[config.mk]
export PLATFORM = sky130hd
export DESIGN_NAME = wdrl_top
export DESIGN_NICKNAME = d
export VERILOG_FILES = /design/src/core/wdrl_pkg.sv /design/src/core/wdrl_unlock_if.sv /design/src/core/wdrl_top.sv /design/src/core/wdrl_unlock.sv
export SDC_FILE = /design/constraint.sdc
export NUM_CORES = 1
export LEC_CHECK = 0
export ABC_CLOCK_PERIOD_IN_PS = 6500
export BUFFER_PORTS_ARGS = -buffer_cell sky130_fd_sc_hd__buf_2
export CAP_MARGIN = 10
export CORE_ASPECT_RATIO = 0.8
export CORE_MARGIN = 2
export CORE_UTILIZATION = 56
export DETAILED_ROUTE_END_ITERATION = 8
export GPL_TIMING_DRIVEN = 0
export PLACE_DENSITY = 0.87
export SYNTH_ARGS = -nofsm -noshare
export SYNTH_HDL_FRONTEND = slang
export SYNTH_HIERARCHICAL = 1
export SYNTH_SLANG_ARGS = --single-unit
[constraint.sdc]
create_clock -name core_clk -period 6.5 [get_ports core_clk]
set_input_delay 0.65 -clock core_clk [delete_from_list [all_inputs] [get_ports core_clk]]
set_output_delay 0.65 -clock core_clk [all_outputs]
set_load 0.01 [all_outputs]
[src/core/wdrl_pkg.sv]
package wdrl_pkg;
  // ----------------------------------------------------------------
  // bus geometry
  // ----------------------------------------------------------------
  localparam int ADDR_W = 16;
  localparam int DATA_W = 32;
  localparam int CNT_W = 24;

  // ----------------------------------------------------------------
  // register indices and byte addresses (byte address = 4 * index)
  // ----------------------------------------------------------------
  localparam logic [11:0] IDX_UNLOCK_CTL = 12'hFF0;
  localparam logic [11:0] IDX_RELOAD_UPPER = 12'hFF1;
  localparam logic [11:0] IDX_RELOAD_MIDDLE = 12'hFF2;
  localparam logic [11:0] IDX_RELOAD_LOW = 12'hFF3;
  localparam logic [ADDR_W-1:0] ADDR_UNLOCK_CTL = {2'h0, IDX_UNLOCK_CTL, 2'h0};
  localparam logic [ADDR_W-1:0] ADDR_RELOAD_UPPER = {2'h0, IDX_RELOAD_UPPER, 2'h0};
  localparam logic [ADDR_W-1:0] ADDR_RELOAD_MIDDLE = {2'h0, IDX_RELOAD_MIDDLE, 2'h0};
  localparam logic [ADDR_W-1:0] ADDR_RELOAD_LOW = {2'h0, IDX_RELOAD_LOW, 2'h0};

  // ----------------------------------------------------------------
  // field positions inside the 24-bit reload value
  // ----------------------------------------------------------------
  localparam int UPPER_LSB = 16;
  localparam int MIDDLE_LSB = 8;
  localparam int LOW_LSB = 0;

  // ----------------------------------------------------------------
  // reset values and keys
  // ----------------------------------------------------------------
  localparam logic [7:0] RELOAD_UPPER_RST = 8'h00;
  localparam logic [7:0] RELOAD_MIDDLE_RST = 8'h04;
  localparam logic [7:0] RELOAD_LOW_RST = 8'h00;
  localparam logic [CNT_W-1:0] RELOAD_RST = {RELOAD_UPPER_RST, RELOAD_MIDDLE_RST, RELOAD_LOW_RST};
  localparam logic [7:0] UNLOCK_KEY_FIRST = 8'h55;
  localparam logic [7:0] UNLOCK_KEY_SECOND = 8'hAA;

  // ----------------------------------------------------------------
  // axi responses
  // ----------------------------------------------------------------
  localparam logic [1:0] RESP_OKAY = 2'h0;
  localparam logic [1:0] RESP_SLVERR = 2'h2;

  // unlock detector states
  typedef enum logic [1:0] {
    WDRL_LOCKED = 2'b00,
    WDRL_SEEN_FIRST = 2'b01,
    WDRL_UNLOCKED = 2'b10
  } wdrl_lock_e;
endpackage

[src/core/wdrl_unlock_if.sv]
`timescale 1ns/1ps
interface wdrl_unlock_if;
  logic ctl_wr; // write to the unlock control address
  logic [7:0] unlock_key_field; // byte written with it
  logic unlocked; // reload bytes may be changed
  modport ctrl (output ctl_wr, output unlock_key_field, input unlocked);
  modport lock (input ctl_wr, input unlock_key_field, output unlocked);
endinterface

[src/core/wdrl_top.sv]
`timescale 1ns/1ps
// Notes on behaviour
// - reload bytes become writable only after 55H then AAH are written to the unlock control address.
// - the unlock bytes change only the internal lock state, no stored control bits.
// - the control address is write-only; reading it returns the separate reset status byte.
// - while locked, writes to the reload bytes are dropped.
// - each refresh instruction loads the 24-bit reload value into the counter.
// - a reload write updates its stored byte; a reload read returns that byte of the live count.
// - upper byte is bits 23:16, middle byte bits 15:8, low byte bits 7:0.
module wdrl_top
  import wdrl_pkg::*;
(
  input wire logic core_clk, // system clock
  input wire logic rst, // synchronous reset, active high
  input wire logic ce, // clock enable, freezes all state
  input wire logic [wdrl_pkg::ADDR_W-1:0] s_axi_awaddr, // write address
  input wire logic s_axi_awvalid, // write address valid
  output logic s_axi_awready, // write address ready
  input wire logic [wdrl_pkg::DATA_W-1:0] s_axi_wdata, // write data
  input wire logic [3:0] s_axi_wstrb, // write strobes
  input wire logic s_axi_wvalid, // write data valid
  output logic s_axi_wready, // write data ready
  output logic [1:0] s_axi_bresp, // write response
  output logic s_axi_bvalid, // write response valid
  input wire logic s_axi_bready, // write response ready
  input wire logic [wdrl_pkg::ADDR_W-1:0] s_axi_araddr, // read address
  input wire logic s_axi_arvalid, // read address valid
  output logic s_axi_arready, // read address ready
  output logic [wdrl_pkg::DATA_W-1:0] s_axi_rdata, // read data
  output logic [1:0] s_axi_rresp, // read response
  output logic s_axi_rvalid, // read data valid
  input wire logic s_axi_rready, // read data ready
  input wire logic watchdog_refresh_instruction, // refresh executed, one-cycle pulse
  input wire logic [7:0] reset_status, // reset status byte from reset logic
  output logic [wdrl_pkg::CNT_W-1:0] count_o, // live watchdog count
  output logic count_zero_o // count has reached zero
);
  import wdrl_pkg::*;

  wdrl_unlock_if ulk ();

  // ----------------------------------------------------------------
  // write channel state
  // ----------------------------------------------------------------
  logic [ADDR_W-1:0] aw_addr_r;
  logic aw_full_r;
  logic [7:0] w_byte_r;
  logic w_en_r;
  logic w_full_r;
  logic awready_r;
  logic wready_r;
  logic bvalid_r;
  logic [1:0] bresp_r;
  logic aw_take;
  logic w_take;
  logic b_done;
  logic wr_fire;
  logic aw_full_nxt;
  logic w_full_nxt;
  logic bvalid_nxt;

  // ----------------------------------------------------------------
  // read channel state
  // ----------------------------------------------------------------
  logic arready_r;
  logic rvalid_r;
  logic [DATA_W-1:0] rdata_r;
  logic [1:0] rresp_r;
  logic ar_take;
  logic rvalid_nxt;

  // ----------------------------------------------------------------
  // reload and counter
  // ----------------------------------------------------------------
  logic [CNT_W-1:0] reload_r;
  logic [CNT_W-1:0] count_r;
  logic count_zero_r;
  logic [CNT_W-1:0] count_nxt;

  // write decode
  logic wr_ctl;
  logic wr_upper;
  logic wr_middle;
  logic wr_low;
  logic wr_mapped;
  logic reload_wr_ok;

  // read decode
  logic rd_ctl;
  logic rd_upper;
  logic rd_middle;
  logic rd_low;
  logic rd_mapped;
  logic [7:0] rd_byte;

  // handshakes
  assign aw_take = s_axi_awvalid && awready_r;
  assign w_take = s_axi_wvalid && wready_r;
  assign b_done = bvalid_r && s_axi_bready;
  assign ar_take = s_axi_arvalid && arready_r;

  // the write fires once address and data are both held
  assign wr_fire = aw_full_r && w_full_r && !bvalid_r;
  assign aw_full_nxt = wr_fire ? 1'b0 : (aw_full_r || aw_take);
  assign w_full_nxt = wr_fire ? 1'b0 : (w_full_r || w_take);
  assign bvalid_nxt = wr_fire ? 1'b1 : (bvalid_r && !b_done);
  assign rvalid_nxt = ar_take ? 1'b1 : (rvalid_r && !(rvalid_r && s_axi_rready));

  // write address decode, lane 0 carries the byte
  assign wr_ctl = (aw_addr_r == ADDR_UNLOCK_CTL);
  assign wr_upper = (aw_addr_r == ADDR_RELOAD_UPPER);
  assign wr_middle = (aw_addr_r == ADDR_RELOAD_MIDDLE);
  assign wr_low = (aw_addr_r == ADDR_RELOAD_LOW);
  assign wr_mapped = wr_ctl || wr_upper || wr_middle || wr_low;
  assign reload_wr_ok = wr_fire && w_en_r && ulk.unlocked;

  // unlock detector sees control writes only; nothing is stored for them
  assign ulk.ctl_wr = wr_fire && w_en_r && wr_ctl;
  assign ulk.unlock_key_field = w_byte_r;

  // read address decode
  assign rd_ctl = (s_axi_araddr == ADDR_UNLOCK_CTL);
  assign rd_upper = (s_axi_araddr == ADDR_RELOAD_UPPER);
  assign rd_middle = (s_axi_araddr == ADDR_RELOAD_MIDDLE);
  assign rd_low = (s_axi_araddr == ADDR_RELOAD_LOW);
  assign rd_mapped = rd_ctl || rd_upper || rd_middle || rd_low;

  // read mux: status at the control address, live count bytes at the reload addresses, zero elsewhere
  assign rd_byte = rd_ctl ? reset_status
                 : rd_upper ? count_r[UPPER_LSB +: 8]
                 : rd_middle ? count_r[MIDDLE_LSB +: 8]
                 : rd_low ? count_r[LOW_LSB +: 8]
                 : 8'h00;

  // counter: refresh reloads, otherwise count down to zero and hold
  assign count_nxt = watchdog_refresh_instruction ? reload_r
                   : (count_r == '0) ? count_r
                   : count_r - CNT_W'(1);

  // ----------------------------------------------------------------
  // unlock detector
  // ----------------------------------------------------------------
  wdrl_unlock u_unlock (
    .core_clk(core_clk),
    .rst(rst),
    .ce(ce),
    .lk(ulk.lock)
  );

  // write address and data holding
  always_ff @(posedge core_clk)
  begin
    if (rst)
    begin
      aw_addr_r <= '0;
      w_byte_r <= 8'h00;
      w_en_r <= 1'b0;
    end
    else if (ce)
    begin
      if (aw_take)
        aw_addr_r <= s_axi_awaddr;
      if (w_take)
      begin
        w_byte_r <= s_axi_wdata[7:0];
        w_en_r <= s_axi_wstrb[0];
      end
    end
  end

  // write channel handshake and response
  always_ff @(posedge core_clk)
  begin
    if (rst)
    begin
      aw_full_r <= 1'b0;
      w_full_r <= 1'b0;
      awready_r <= 1'b0;
      wready_r <= 1'b0;
      bvalid_r <= 1'b0;
      bresp_r <= RESP_OKAY;
    end
    else if (ce)
    begin
      aw_full_r <= aw_full_nxt;
      w_full_r <= w_full_nxt;
      awready_r <= !aw_full_nxt && !bvalid_nxt;
      wready_r <= !w_full_nxt && !bvalid_nxt;
      bvalid_r <= bvalid_nxt;
      if (wr_fire)
        bresp_r <= wr_mapped ? RESP_OKAY : RESP_SLVERR;
    end
  end

  // read channel: data captured at the address handshake
  always_ff @(posedge core_clk)
  begin
    if (rst)
    begin
      arready_r <= 1'b0;
      rvalid_r <= 1'b0;
      rdata_r <= '0;
      rresp_r <= RESP_OKAY;
    end
    else if (ce)
    begin
      arready_r <= !rvalid_nxt;
      rvalid_r <= rvalid_nxt;
      if (ar_take)
      begin
        rdata_r <= {24'h000000, rd_byte};
        rresp_r <= rd_mapped ? RESP_OKAY : RESP_SLVERR;
      end
    end
  end

  // ----------------------------------------------------------------
  // reload bytes and live counter
  // ----------------------------------------------------------------
  always_ff @(posedge core_clk)
  begin
    if (rst)
      reload_r <= RELOAD_RST;
    else if (ce && reload_wr_ok)
    begin
      if (wr_upper)
        reload_r[UPPER_LSB +: 8] <= w_byte_r;
      if (wr_middle)
        reload_r[MIDDLE_LSB +: 8] <= w_byte_r;
      if (wr_low)
        reload_r[LOW_LSB +: 8] <= w_byte_r;
    end
  end

  // count register and zero flag
  always_ff @(posedge core_clk)
  begin
    if (rst)
    begin
      count_r <= RELOAD_RST;
      count_zero_r <= 1'b0;
    end
    else if (ce)
    begin
      count_r <= count_nxt;
      count_zero_r <= (count_nxt == '0);
    end
  end

  // outputs
  assign s_axi_awready = awready_r;
  assign s_axi_wready = wready_r;
  assign s_axi_bvalid = bvalid_r;
  assign s_axi_bresp = bresp_r;
  assign s_axi_arready = arready_r;
  assign s_axi_rvalid = rvalid_r;
  assign s_axi_rdata = rdata_r;
  assign s_axi_rresp = rresp_r;
  assign count_o = count_r;
  assign count_zero_o = count_zero_r;
endmodule // wdrl_top

[src/core/wdrl_unlock.sv]
`timescale 1ns/1ps
module wdrl_unlock
  import wdrl_pkg::*;
(
  input wire logic core_clk, // system clock
  input wire logic rst, // synchronous reset, active high
  input wire logic ce, // clock enable
  wdrl_unlock_if.lock lk // control writes in, lock state out
);
  import wdrl_pkg::*;

  wdrl_lock_e state_r;
  wdrl_lock_e state_nxt;
  logic is_first;
  logic is_second;

  // ----------------------------------------------------------------
  // key decode
  // ----------------------------------------------------------------
  assign is_first = (lk.unlock_key_field == UNLOCK_KEY_FIRST);
  assign is_second = (lk.unlock_key_field == UNLOCK_KEY_SECOND);
  assign lk.unlocked = (state_r == WDRL_UNLOCKED);

  // next state: only control writes move it
  always_comb
  begin
    state_nxt = state_r;
    if (lk.ctl_wr)
    begin
      case (state_r)
        WDRL_LOCKED: state_nxt = is_first ? WDRL_SEEN_FIRST : WDRL_LOCKED;
        WDRL_SEEN_FIRST: state_nxt = is_second ? WDRL_UNLOCKED
                                   : (is_first ? WDRL_SEEN_FIRST : WDRL_LOCKED);
        WDRL_UNLOCKED: state_nxt = is_first ? WDRL_SEEN_FIRST : WDRL_LOCKED;
        default: state_nxt = WDRL_LOCKED;
      endcase
    end
  end

  // state register
  always_ff @(posedge core_clk)
  begin
    if (rst)
      state_r <= WDRL_LOCKED;
    else if (ce)
      state_r <= state_nxt;
  end
endmodule // wdrl_unlock

# After elaboration in Yosys (flattened, before gate mapping)
# Index checks and enable logic that the tools add are counted.
[classes] muxes=15 n_eq_ne=12 add_sub_neg=1 n_reduce_logical=42
[op_table] op="$eq A16 B14 Y1 const B" n=8
[op_table] op="$logic_not A24 Y1" n=2
[op_table] op="$mux W24" n=2
[op_table] op="$mux W8" n=4
[op_table] op="$sub A24 B1 Y24 const B" n=1
[op_table] op="$reduce_and A2 Y1" n=8
[op_table] op="$logic_and A1 B1 Y1" n=15
[op_table] op="$eq A8 B7 Y1 const B" n=1
[op_table] op="$eq A8 B8 Y1 const B" n=1
[op_table] op="$logic_or A1 B1 Y1" n=8
[op_table] op="$logic_not A1 Y1" n=7
[op_table] op="$mux W2" n=3
[op_table] op="$mux W1" n=5
[op_table] op="$pmux W2 S2" n=1
[op_table] op="$eq A2 B1 Y1 const B" n=1
[op_table] op="$eq A2 B2 Y1 const B" n=1
[op_table] op="$logic_not A2 Y1" n=1
[op_table] op="$reduce_or A2 Y1" n=1
[word_totals] word_cells=89 out_inout_bits=66 inputBits=85 regBits=95

# Depth between registers and ports, before layout
[depth] ltp_word=6 mapped_depth=10 depth_no_buf=10

# Cells and area by module
# Netlist, hierarchy kept.
[modules_own_cells] mod="wdrl_top" area_per_inst_um2=4808.4 instances=1 cells_each=597
[modules_own_cells] mod="wdrl_unlock" area_per_inst_um2=147.6 instances=1 cells_each=17

# Worst setup path before layout
# No wires, ideal clock.
[synth_path] path_kind="reg2reg" start="register count_r[0] (netlist: count_o[0])" end="register count_zero_r (netlist: count_zero_o)" synth_period_minus_slack_ps=2696 slack_ps=3804 path_stages_with_launch=11 arrival_ps=2604 setup_ps=92 path_buffers=0 t_required_ps=6408 cell_sequence="dfxtp_1 inv_1 ha_1 or3b_2 nor4_4 nand3_1 nand4b_1 mux2_2 nor4_1 nand4_1 o32ai_1"
[synth_between] elab_chain_len=4 elab_cells_between_ends=5
[synth_lines] item="start: declaration" line="wdrl_top.sv:76" text="logic [CNT_W-1:0] count_r;"
[synth_lines] item="start signal: assignment" line="wdrl_top.sv:245" text="count_r <= count_nxt;"
[synth_lines] item="$sub A24 B1 Y24 or $logic_not A24 Y1 (tied branches)" line="wdrl_top.sv:138, wdrl_top.sv:137"
[synth_lines] item="$mux W24 *" line="wdrl_top.sv:137" text=": (count_r == '0) ? count_r"
[synth_lines] item="$mux W24 *" line="wdrl_top.sv:136" text="assign count_nxt = watchdog_refresh_instruction ? reload_r"
[synth_lines] item="$logic_not A24 Y1 *" line="wdrl_top.sv:246" text="count_zero_r <= (count_nxt == '0);"
[synth_lines] item="end signal: assignment" line="wdrl_top.sv:246"
[synth_lines] item="end: declaration" line="wdrl_top.sv:77" text="logic count_zero_r;"
# Every way passes the cells marked *; elsewhere a longest branch is shown, timed or not.
# A chain may end at the register's enable or synchronous reset.

# Worst setup path in the final report
[layout_path] start="register count_r[15] (netlist: count_o[15])" end="register count_zero_r (netlist: count_zero_o)"
# Same word-level chain as after synthesis.

==> results.cfg <==
[routing]
drc_errors = 0
top_layer = met4
drt-met1-wl_microns = 6440
vias = 5141
met2_length_microns = 7060
first_iter_violations = 512
wl_per_cell_microns = 18.0
wl_met3_microns = 1600
viasPerCell = 5.96
ant_nets = 0
firstDrtPassIters = 5
wl_microns = 15500

[sta]
min_period_over_period = 0.504
setup_violations = 0
max_freq_mhz = 305
worst_slew_pin_slew_ns = 0.882
rsz0062_at_grt = false
min_period_ns = 3.27
hold_viol_final = 0
drv_slew = 0
finalClockSkew_ns = 0.0168
relSlewSlack = 0.409
tns_ns = 0

[critical_path]
crit_slowest_cell = or4_1
arrival_ns = 3.57
cp-end-kind = register
startpoint = count_o[15]$_SDFFE_PP0P_
path_cells = or4_1, buf_2, nor4_4, nand3_1, nand4b_1, mux2_2, nor4_1, nand4_1, o32ai_1
crit_required_ns = 6.80
crit_end = count_zero_o$_SDFFE_PP0P_
r2r_end = count_zero_o$_SDFFE_PP0P_
crit_fanout = 8
crit_type = register to register
r2r_setup_slack_ns = 3.23
worstRegToRegCells = 9
start_kind = register
reg2reg_from = count_o[15]$_SDFFE_PP0P_
max_stage_delay_ns = 0.56

[die]
io_pins = 151
coreArea_sq_um = 8560
die_h_microns = 88.1
dieArea_sq_um = 9620
start_util = 0.579
fp.dieW_microns = 109
rows = 30

[final_layout]
drive_gt1_frac = 0.224
diodes = 0
fill_cells = 731
utilization = 0.685
fin_nets = 832
synthToLayoutAreaGrowth_pct = 18.3

[pwr]
powerDensity_nw_per_um2 = 208
peakVddDrop_v = 0.000167
power_leakage_nw = 2.51
total_power_mw = 1.22

[clocking]
clockBufferDepth = 2
postCtsSetupBuffers = 0
cts_tree = done
cts_resized = 0
cts-hold-fix-buffers = 0
insertion_delay_ns = 0.39
cts_made_buffers = 9
cts-root-buf = clkbuf_8
cts.clk_slew.worst_paths_ns = 0.10
cts.sinks = 93
htreeDepth = 3

[synthesis]
synth-edff-count = 0
synthFlopType = dfxtp_1
yosysUniqueCellTypes = 67
synth.area.top_cells = dfxtp_1 38%, mux2i_1 9.3%, nand2_1 6.5%, nor2_1 6.1%, a21oi_1 5.7%
yosysSeqAreaShare = 0.376
async_reset_ff_frac = 0
ys_ff_latch = 93
yosysTopAreaCell = dfxtp_1
synth_top_area_frac = 0.376
syn_area_sq_um = 4960
ys_warn_count = 6
postSynthCellCount = 614
avgSynthCellArea_sq_um = 8.07

[grt]
grt_start_max_net_pins = 20
grt_pass1_vias = 4766
grt_util_all_layers = 0.322
grt_pass1_wl_microns = 23900
grt_overflow = 0
antenna_found_initial = 0

[flow_run]
max_cap_viol_count = 0

[place]
portBuffers = 95
dp_hpwl_microns = 11500
gp_congestion = 0.962

[outcome]
status = complete, no violations

[min_path]
whs_path_depth = 2
hold_path_class = register to register
-- state kept, by name, indices dropped and copies added, names as in the netlist --
name	flops
s_axi_rvalid	1
count_zero_o	1
ulk.unlock_key_field	8
w_full_r	1
reload_r	24
s_axi_rresp	1
w_en_r	1
s_axi_rdata	8
s_axi_wready	1
s_axi_awready	1
count_o	24
s_axi_bvalid	1
u_unlock/state_r	2
s_axi_bresp	1
aw_addr_r	16
aw_full_r	1
s_axi_arready	1
-- power by group --
group | total [mW] | leakage [nW] | switching [mW] | internal, mW
logic | 0.222 | 1.65 | 0.134 | 0.0889
registers | 0.601 | 0.753 | 0.0186 | 0.582
clock network | 0.398 | 0.101 | 0.246 | 0.153
total | 1.22 | 2.51 | 0.398 | 0.824
-- cell usage after synthesis, drive strengths merged (4+ instances only) --
cell,count
nor3,12
xor2,8
o2111ai,8
buf,37
dfxtp,93
inv,9
and2,5
mux2i,46
nand3,9
nand2,86
nor2b,4
o21ai,23
a21oi,56
a211oi,9
clkbuf,27
nor2,81
xnor2,5
or4,9
nor4,19
nand4,8
a22oi,4
nand4b,6
-- area by class of cell --
type | count | area (sq um) | area share
buffer | 64 | 365 | 0.0623
clock buffer | 9 | 124 | 0.0211
clock inverter | 7 | 73.8 | 0.0126
inverter | 9 | 33.8 | 0.00576
multi-input combinational | 473 | 2790 | 0.476
sequential | 93 | 1860 | 0.318
tap | 112 | 140 | 0.0239
timing repair buffer | 95 | 475 | 0.0811
-- routing by layer --
metal	global-route usage	up-vias
met3	0.0603	42
met2	0.539	291
met1	0.426	2416
met4	0.0978	0
met5	0	-
li1	-	2392
-- cell families (layout without fill, tap and decap cells) --
kind of cell / after synthesis / in the layout / synth area share
other cells: 1 / 26 / 0.000757
mux: 49 / 49 / 0.100
fa+ha+maj: 2 / 2 / 0.00505
xor+xnor: 13 / 13 / 0.0230
flops: 93 / 93 / 0.376
buf+inv: 73 / 184 / 0.0805
simple gates: 259 / 259 / 0.259
compound gates: 124 / 124 / 0.156
-- per-stage QoR --
stage	setup WS (ns)	instance area, sq um	std cells	hold WS (ns)
after global routing	3.06	5860	862	0.487
after detailed placement	3.29	5670	846	0.441
after global placement	3.26	5670	846	0.440
after floorplan	3.80	5050	639	0.431
after CTS	3.27	5860	862	0.456
final	3.23	5860	862	0.455
-- how the worst min path moves through the flow --
| stage | from | end | slack [ns] |
|---|---|---|---|
| after detailed placement | s_axi_rdata[5]$_SDFFE_PP0P_ | s_axi_rdata[5]$_SDFFE_PP0P_ | 0.44 |
| after global placement | s_axi_rdata[5]$_SDFFE_PP0P_ | s_axi_rdata[5]$_SDFFE_PP0P_ | 0.44 |
| after global routing | s_axi_wdata[4] | ulk.unlock_key_field[4]$_SDFFE_PP0P_ | 0.49 |
| after CTS | s_axi_rdata[5]$_SDFFE_PP0P_ | s_axi_rdata[5]$_SDFFE_PP0P_ | 0.46 |
| after floorplan | aw_addr_r[14]$_SDFFE_PP0P_ | aw_addr_r[14]$_SDFFE_PP0P_ | 0.43 |
| final | s_axi_rdata[5]$_SDFFE_PP0P_ | s_axi_rdata[5]$_SDFFE_PP0P_ | 0.45 |
-- worst max-delay path: cells and delay by family (launching register included) --
kind	cells	cell delay (ns)
flip-flops	1	0.44
buffers and inverters	1	0.19
AND/OR/NAND/NOR	6	2.03
AO/OA/AOI/OAI	1	0.15
multiplexers	1	0.38
-- placed cells by master, fill, tap and decap left out, types with 4 or more instances in the layout --
cell type  count
nor2b_1        4
dfxtp_1       93
a21oi_1       56
or4_1          5
nor2_1        80
nor4_1        18
a211oi_1       9
nand2_1       86
clkbuf_8       9
nand4_1        8
nor3_1         9
clkbuf_1      26
mux2i_1       46
buf_4         27
and2_1         5
o2111ai_1      8
nand4b_1       6
nand3_1        9
xor2_1         8
conb_1        26
o21ai_0       20
xnor2_1        5
inv_1          9
a22oi_1        4
buf_2        101
Note: power is estimated with default switching activity, not from simulation.
